===== src/twcp_pkg.sv =====
// Package: constants and types of the two-wire command port
package twcp_pkg;

  // ==========================================================
  // Command words
  localparam logic [15:0] PORT_RESET_WORD   = 16'h8D00;
  localparam logic [15:0] PORT_RELEASE_WORD = 16'h8D02;
  localparam logic [15:0] CORE_RESET_WORD   = 16'hBD01;
  localparam int          CMD_BITS          = 16;
  localparam int          PREAMBLE_BITS     = 32;

  // ==========================================================
  // Timing
  localparam int CLK_PERIOD_NS    = 100;
  localparam int STEP_FINE_MS     = 1;
  localparam int STEP_COARSE_MS   = 10;
  localparam int CAL_TIME_US      = 1000;
  localparam int MS_CYCLES        = 1000000 / CLK_PERIOD_NS;
  localparam int CAL_CYCLES       = (CAL_TIME_US * 1000) / CLK_PERIOD_NS;
  localparam logic [3:0] STOP_SEL_RESET = 4'h0;

  // ==========================================================
  // Types
  typedef enum logic [1:0] {
    TWCP_SLEEP,
    TWCP_CAL,
    TWCP_ACTIVE
  } twcp_state_type;

  typedef struct packed {
    logic portReset;
    logic portRelease;
    logic coreReset;
  } twcp_cmd_type;

endpackage


===== src/twcp_port.sv =====
// Two-wire command port: bit sampler, command decode, trigger and sleep control
`timescale 1ns/1ps
module twcp_port
  import twcp_pkg::*;
#(
  parameter int MS_COUNT  = MS_CYCLES,
  parameter int CAL_COUNT = CAL_CYCLES
) (
  // Clock and reset
  input  wire logic       ref_clk,
  input  wire logic       sys_rst,
  // Two-wire pins
  input  wire logic       linkClk,
  input  wire logic       linkData,
  // Configuration
  input  wire logic       startOnFall,
  input  wire logic [3:0] stopSelect,
  // Status and core control
  output logic            triggerEnabled,
  output logic            coreResetPulse,
  output logic            calibrating,
  output logic            transmitting,
  output logic            asleep,
  output twcp_cmd_type    cmdSeen
);

  // ==========================================================
  // Pin synchronisers
  logic [1:0] clkSync;
  logic [1:0] dataSync;
  logic       clkLast;
  logic       dataLast;
  always_ff @(posedge ref_clk) begin
    if (sys_rst) begin
      clkSync  <= 2'h3;
      dataSync <= 2'h0;
      clkLast  <= 1'b1;
      dataLast <= 1'b0;
    end else begin
      clkSync  <= {clkSync[0], linkClk};
      dataSync <= {dataSync[0], linkData};
      clkLast  <= clkSync[1];
      dataLast <= dataSync[1];
    end
  end

  logic clkFall;
  logic dataRise;
  logic dataFall;
  assign clkFall  = clkLast & ~clkSync[1];
  assign dataRise = ~dataLast & dataSync[1];
  assign dataFall = dataLast & ~dataSync[1];

  // ==========================================================
  // Shifter and decode
  logic [15:0]  shiftReg;
  logic [15:0]  next_shiftReg;
  twcp_cmd_type decoded;
  always_comb begin
    next_shiftReg = shiftReg;
    if (clkFall) begin
      next_shiftReg = {shiftReg[14:0], dataSync[1]};
    end
  end
  // Sliding compare: the 32 low preamble bits never match a code, so
  // a port reset is recognised on its 48th bit without counting.
  logic [15:0] word;
  assign word = next_shiftReg;
  always_comb begin
    decoded.portReset   = clkFall && word == PORT_RESET_WORD;
    decoded.portRelease = clkFall && word == PORT_RELEASE_WORD;
    decoded.coreReset   = clkFall && word == CORE_RESET_WORD;
  end

  // ==========================================================
  // Port and core state
  twcp_state_type state;
  twcp_state_type next_state;
  logic           next_triggerEnabled;
  logic [31:0]    timer;
  logic [31:0]    next_timer;
  logic [31:0]    stopCycles;
  logic [31:0]    calCount;
  logic [31:0]    msCount;
  logic [7:0]     stopMs;

  assign calCount = 32'(CAL_COUNT);
  assign msCount  = 32'(MS_COUNT);
  // Codes 0..7 give 2..9 ms, 8..15 give 20..90 ms (15 saturates)
  always_comb begin
    if (stopSelect < 4'h8) begin
      stopMs = 8'(2 + 32'(stopSelect) * STEP_FINE_MS);
    end else if (stopSelect < 4'hF) begin
      stopMs = 8'(20 + (32'(stopSelect) - 8) * STEP_COARSE_MS);
    end else begin
      stopMs = 8'h5A;
    end
  end
  assign stopCycles = 32'(stopMs) * msCount;

  always_comb begin
    next_state          = state;
    next_timer          = timer;
    next_triggerEnabled = triggerEnabled;
    // Port reset touches nothing but the port
    if (decoded.portReset) begin
      next_triggerEnabled = 1'b0;
    end else if (decoded.portRelease) begin
      next_triggerEnabled = 1'b1;
    end
    // Unmatched words fall through with no effect
    if (decoded.coreReset) begin
      next_state = TWCP_CAL;
      next_timer = 32'h0;
    end else begin
      case (state)
        TWCP_SLEEP: begin
          if (triggerEnabled && ((startOnFall && dataFall) || (!startOnFall && dataRise))) begin
            next_state = TWCP_ACTIVE;
            next_timer = 32'h0;
          end
        end
        TWCP_CAL: begin
          if (timer >= calCount - 32'h1) begin
            next_state = TWCP_SLEEP;
            next_timer = 32'h0;
          end else begin
            next_timer = timer + 32'h1;
          end
        end
        TWCP_ACTIVE: begin
          if (dataSync[1]) begin
            next_timer = 32'h0;
          end else if (timer >= stopCycles - 32'h1) begin
            next_state = TWCP_SLEEP;
            next_timer = 32'h0;
          end else begin
            next_timer = timer + 32'h1;
          end
        end
        default: begin
          next_state = TWCP_SLEEP;
          next_timer = 32'h0;
        end
      endcase
    end
  end

  // Shifter is part of the port and survives core reset
  always_ff @(posedge ref_clk) begin
    if (sys_rst) begin
      shiftReg       <= 16'hFFFF;
      state          <= TWCP_SLEEP;
      timer          <= 32'h0;
      triggerEnabled <= 1'b1;
      coreResetPulse <= 1'b0;
      calibrating    <= 1'b0;
      transmitting   <= 1'b0;
      asleep         <= 1'b1;
      cmdSeen        <= '0;
    end else begin
      shiftReg       <= next_shiftReg;
      state          <= next_state;
      timer          <= next_timer;
      triggerEnabled <= next_triggerEnabled;
      coreResetPulse <= decoded.coreReset;
      calibrating    <= next_state == TWCP_CAL;
      transmitting   <= next_state == TWCP_ACTIVE;
      asleep         <= next_state == TWCP_SLEEP;
      cmdSeen        <= decoded;
    end
  end

endmodule


===== config.mk =====
export PLATFORM = sky130hd
export DESIGN_NAME = twcp_port
export DESIGN_NICKNAME = d
export VERILOG_FILES = /design/src/twcp_pkg.sv /design/src/twcp_port.sv
export SDC_FILE = /design/constraint.sdc
export NUM_CORES = 1
export LEC_CHECK = 0
export BUFFER_PORTS_ARGS = -buffer_cell sky130_fd_sc_hd__buf_2
export CAP_MARGIN = 20
export CORE_ASPECT_RATIO = 0.6
export CORE_UTILIZATION = 64
export DETAILED_ROUTE_END_ITERATION = 16
export PLACE_DENSITY = 0.9
export SYNTH_ARGS = -nofsm -noshare
export SYNTH_HDL_FRONTEND = slang
export SYNTH_SLANG_ARGS = --single-unit

===== constraint.sdc =====
create_clock -name ref_clk -period 10.9 [get_ports ref_clk]
set_input_delay 0.545 -clock ref_clk [delete_from_list [all_inputs] [get_ports ref_clk]]
set_output_delay 0.545 -clock ref_clk [all_outputs]
set_load 0.02 [all_outputs]

# --- Word-level counts from Yosys, hierarchy flattened ---
# Cells that the tools add are included.
# Widths: inputs -> output; s select.
word_totals:
  regBits: 63
  input_bits: 9
  output_inout_bits: 8
  word_cells: 67
op_classes:
  order_cmp: 4
  n_bitwise: 6
  n_mul: 2
  n_addsub: 5
  muxes: 16
  eq_ne: 8
  reduce_logical: 12
ops:
  columns: ["operator", "count"]
  rows:
  - ["$mux 32", 4]
  - ["$pmux 32 s3", 1]
  - ["$eq 16x16->1 const B", 3]
  - ["$add 32x1->32 const B", 1]
  - ["$ge 32x14->1 const B", 1]
  - ["$ge 32x32->1", 1]
  - ["$mul 32x3->7 const B", 1]
  - ["$sub 22x1->23 const B", 1]
  - ["$mul 8x10->18 const B", 1]
  - ["$mux 16", 1]
  - ["$mux 8", 2]
  - ["$mux 2", 5]
  - ["$add 5x8->8 const A", 1]
  - ["$lt 4x4->1 const B", 2]
  - ["$logic_and 1x1->1", 6]
  - ["$pmux 2 s3", 1]
  - ["$add 2x4->5 const A", 1]
  - ["$sub 4x4->5 const B", 1]
  - ["$eq 2x1->1 const B", 2]
  - ["$eq 2x2->1 const B", 2]
  - ["$logic_not 2->1", 2]
  - ["$and 1x1->1", 3]
  - ["$not 1->1", 3]
  - ["$mux 1", 2]
  - ["5 further kinds", 5]

# --- Longest topological paths before layout ---
logic_depth:
  ltp_word: 13
  mapped_depth: 37
  mapped_depth_nobuf: 34

# --- Worst setup path after synthesis ---
# OpenSTA, ideal clock, no wires.
synth_timing:
  path_kind: "input-to-reg"
  start: "input port stopSelect[1]"
  end: "register timer[26]"
  arrival_time_ps: 8107
  path_buffers: 3
  slack_ps: 2678
  stages: 36
  required_time_ps: 10785
  path_cell_list: "inv_1 ha_1 ha_1 inv_1 fa_1 nor2_1 nor2_1 a211o_1 a21oi_1 inv_1 fa_1 fa_1 inv_1 ha_1 inv_1 fa_1 inv_1 ha_1 clkbuf_2 and3b_1 a211oi_1 nand3_1 or2_1 nor3_1 nor3b_2 nand3_1 ha_1 nand4_2 nor4_2 o21a_1 a41oi_2 a32oi_2 a21o_1 buf_4 buf_6 nor2_1"
synth_via:
  elab_chain_cells: 11
  elab_cells_between_ends: 14
  cone_classes: "4 x add/sub; 2 x mul; 3 x order compare; 5 x mux"
synth_rtl:
  columns: ["item", "line", "source"]
  rows:
  - ["start: declaration", "twcp_port.sv:17", "input wire logic [3:0] stopSelect,"]
  - ["$sub 4x4->5", "twcp_port.sv:94", "stopMs = 8'(20 + (32'(stopSelect) - 8) * STEP_COARSE_MS);"]
  - ["$mul 32x3->7", "twcp_port.sv:94", null]
  - ["$add 5x8->8", "twcp_port.sv:94", null]
  - ["$mux 8", "twcp_port.sv:93", "end else if (stopSelect < 4'hF) begin"]
  - ["$mux 8 *", "twcp_port.sv:91", "if (stopSelect < 4'h8) begin"]
  - ["$mul 8x10->18 *", "twcp_port.sv:99", "assign stopCycles = 32'(stopMs) * msCount;"]
  - ["$sub 22x1->23 *", "twcp_port.sv:134", "end else if (timer >= stopCycles - 32'h1) begin"]
  - ["$ge 32x32->1 *", "twcp_port.sv:134", null]
  - ["$mux 32 *", "twcp_port.sv:134", null]
  - ["$mux 32 *", "twcp_port.sv:132", "if (dataSync[1]) begin"]
  - ["$pmux 32 s3 *", "twcp_port.sv:116", "case (state)"]
  - ["end signal: assignment", "twcp_port.sv:164", "timer <= next_timer;"]
  - ["end: declaration", "twcp_port.sv:80", "logic [31:0] timer;"]
# Every way passes the cells marked *; elsewhere a longest branch is shown, timed or not.
# A chain may end at the register's enable or synchronous reset.

# --- Final worst setup path ---
layout_timing:
  start: "input port stopSelect[1]"
  end: "register timer[18]"
# Same word-level chain as after synthesis.

==> results.json <==
{
  "p_int_w": 0.000678,
  "final.setup.worst_slack_ns": 1.38,
  "dieArea_um2": 8440,
  "ys_warn_count": 0,
  "final_antenna_net_count": 0,
  "layout.area.seq_um2": 1260,
  "slew_viol_final": 0,
  "rr_worst_depth": 8,
  "gr-total-overflow": 0,
  "drive_above_1_share_pct": 8.56,
  "power_density_nw_per_um2": 200,
  "cts_root_buf": "clkbuf_16",
  "ys_async_sr_fraction_pct": 0,
  "syn_nets": 717,
  "first_pass_iters": 5,
  "antennaDiodeCount": 0,
  "fill_cells": 502,
  "clk_pin_slew_worst_paths_ns": 0.06,
  "hold_viol": 0,
  "grt_pass1_wl_um": 21500,
  "r2r_setup_slack_ns": 7.88,
  "cts_tree": "yes",
  "crit_path_start": "stopSelect[1]",
  "yosys-top-cells-area": "dfxtp_1 24%, ha_1 20%, fa_1 5.0%",
  "ys_ff_latch": 63,
  "wl_um": 13200,
  "endpoint_kind": "flip-flop",
  "whs_ns": 0.409,
  "synth_cell_types": 63,
  "grt_max_degree": 30,
  "portBuffers": 16,
  "worst_pin_slew_ns": 0.980,
  "place_inst": 718,
  "synth_most_common_cell": "ha_1",
  "arrival_ns": 9.69,
  "setup_viol": 0,
  "p_sw_w": 0.000453,
  "rr_endpoint": "timer[18]",
  "multiInputGateArea_um2": 3640,
  "status": "finished, final reports clean",
  "clock-sinks": 63,
  "synth.avg_cell_area_um2": 8.45,
  "grt_pass1_vias": 4360,
  "p_seq_share_pct": 21.1,
  "post-route-period-util_pct": 87.4,
  "switching_share_pct": 40.1,
  "cts_buffers": 9,
  "cts_setup_buffers": 0,
  "cp.required_ns": 11.07,
  "max-vdd-ir-drop_uv": 120,
  "synth_top_area_cell": "dfxtp_1",
  "rsz0062_at_grt": "false",
  "rr_startpoint": "timer[0]",
  "max_freq_mhz": 105,
  "max_cap_violations": 0,
  "syn2layout_area_growth_pct": 9.34,
  "dp_slack_ns": 1.12,
  "synth_area_um2": 5160,
  "synth.top_cells.by_count": "84 x ha_1, 67 x nand2_1, 63 x dfxtp_1",
  "timing.setup.tns_ns": 0,
  "dieHeight_um": 71.6,
  "hpwlAfterDp_um": 9570,
  "worst_hold_path_type": "in -> reg",
  "min_period_ns": 9.52,
  "skew_ns": 0.00943,
  "final_cells": 735,
  "hold_buffers": 0,
  "htreeDepth": 3,
  "max_slew_margin_pct": 34.3,
  "grt_util_all_layers_pct": 32.5,
  "num_rows": 24,
  "netlist_instances": 611,
  "die_w_um": 118,
  "start_util_pct": 68.5,
  "synth-main-ff-cell": "dfxtp_1",
  "start_kind": "input pin",
  "place_congestion": 0.901,
  "cts-resized-gates": 0,
  "critical-path-max-stage-delay_ns": 0.77,
  "slowest_stage": "a21o_1",
  "synth_top_area_share_pct": 24.4,
  "clock_latency_ns": 0.33,
  "antenna_found_initial": 0,
  "crit_top_cell": "inv_1",
  "drcViolationCount": 0,
  "p_clk_share_pct": 27.6,
  "crit_fanout": 29,
  "core_um2": 7540,
  "clockBufferDepth": 2,
  "fin_nets": 732,
  "io_pins": 17,
  "hold_depth": 2,
  "yosysSeqAreaShare_pct": 24.4,
  "power_leakage_nw": 2.57,
  "holdPathEnd": "clkSync[0]",
  "drt_iter0_markers": 651,
  "combinationalPowerShare_pct": 51.3,
  "crit_type": "in -> reg",
  "min_from": "linkClk",
  "viasPerCell": 6.36,
  "synth_edf_count": 0,
  "vias": 4678,
  "wl_per_cell_um": 18.0
}
per-layer routing:
metal / track usage, % / wire (um) / part of all wire, %
met5: 0 / 0 / 0
met4: 10.8 / 299 / 2.3
met3: 9.24 / 1350 / 10
met2: 49.6 / 5760 / 44
met1: 44.5 / 5800 / 44
sequential cells by signal, indices dropped and copies added (netlist names):
| register | flops |
|---|---|
| cmdSeen | 3 |
| clkSync | 2 |
| transmitting | 1 |
| shiftReg | 16 |
| timer | 32 |
| triggerEnabled | 1 |
| asleep | 1 |
| dataLast | 1 |
| dataSync | 2 |
| state | 2 |
| calibrating | 1 |
| clkLast | 1 |
power by group through the flow:
stage / combinational (W) / sequential [W] / clock [W]
2_1_floorplan: 0.000442 / 0.000242 / 0
3_3_place_gp: 0.000516 / 0.000243 / 0
3_5_place_dp: 0.000557 / 0.000243 / 0
4_1_cts: 0.000567 / 0.000238 / 0.000314
5_1_grt: 0.000644 / 0.000239 / 0.000327
6_report: 0.000580 / 0.000239 / 0.000312
critical path, delay by kind of cell:
family	cells	cell delay (ns)
AO/OA/AOI/OAI	7	2.17
adder cells (fa/ha/maj)	9	3.78
buffers and inverters	7	0.60
AND/OR/NAND/NOR	11	2.58
kinds of logic after synthesis:
| group | share of synthesized area (%) |
|---|---|
| XOR/XNOR | 9.34 |
| multiplexers | 0.194 |
| flip-flops | 24.4 |
| AND/OR/NAND/NOR | 25.3 |
| adder cells (fa/ha/maj) | 25.4 |
| buffers and inverters | 5.09 |
| AO/OA/AOI/OAI | 10.3 |
layout make-up:
cell class | instances | area share [%]
sequential | 63 | 22.4
multi-input combinational | 483 | 64.4
tap | 104 | 2.31
inverter | 52 | 3.46
timing repair buffer | 17 | 1.55
clock inverter | 6 | 1.64
clock buffer | 10 | 4.24
stage by stage:
step	power, W	cell area [um^2]	util [%]
global route	0.00121	5640	74.9
global placement	0.000759	5300	70.4
detailed placement	0.000800	5300	70.4
CTS	0.00112	5630	74.8
floorplan	0.000684	5160	-
finish	0.00113	5640	74.9
how the worst max path moves through the flow:
| stage | to | slack (ns) |
|---|---|---|
| finish | timer[18] | 1.38 |
| global route | timer[14] | 0.66 |
| CTS | timer[10] | 1.48 |
| detailed placement | timer[18] | 1.12 |
| global placement | timer[14] | 1.56 |
| floorplan | timer[26] | 2.68 |
placed cells by master, fill, tap and decap left out, types with 3 or more instances in the layout:
cell        n
nand4_1    15
buf_2      16
fa_1       13
inv_1      51
and4_1      3
a31oi_1     4
xnor2_1    29
nor2b_1     6
or2_2       5
nor4_2      3
and3_1      6
nor3b_1     4
a21o_1      7
nand3_1    37
and2_1      5
clkbuf_16   9
nor2_1     60
ha_1       84
a31o_2      3
dfxtp_1    63
a21oi_1    22
nand2_1    67
nor4_1     14
xor2_1     26
or3_1       4
o211ai_1    3
nor3_1     12
o21ai_0    12
No activity file was read; power rests on OpenSTA's default activity.
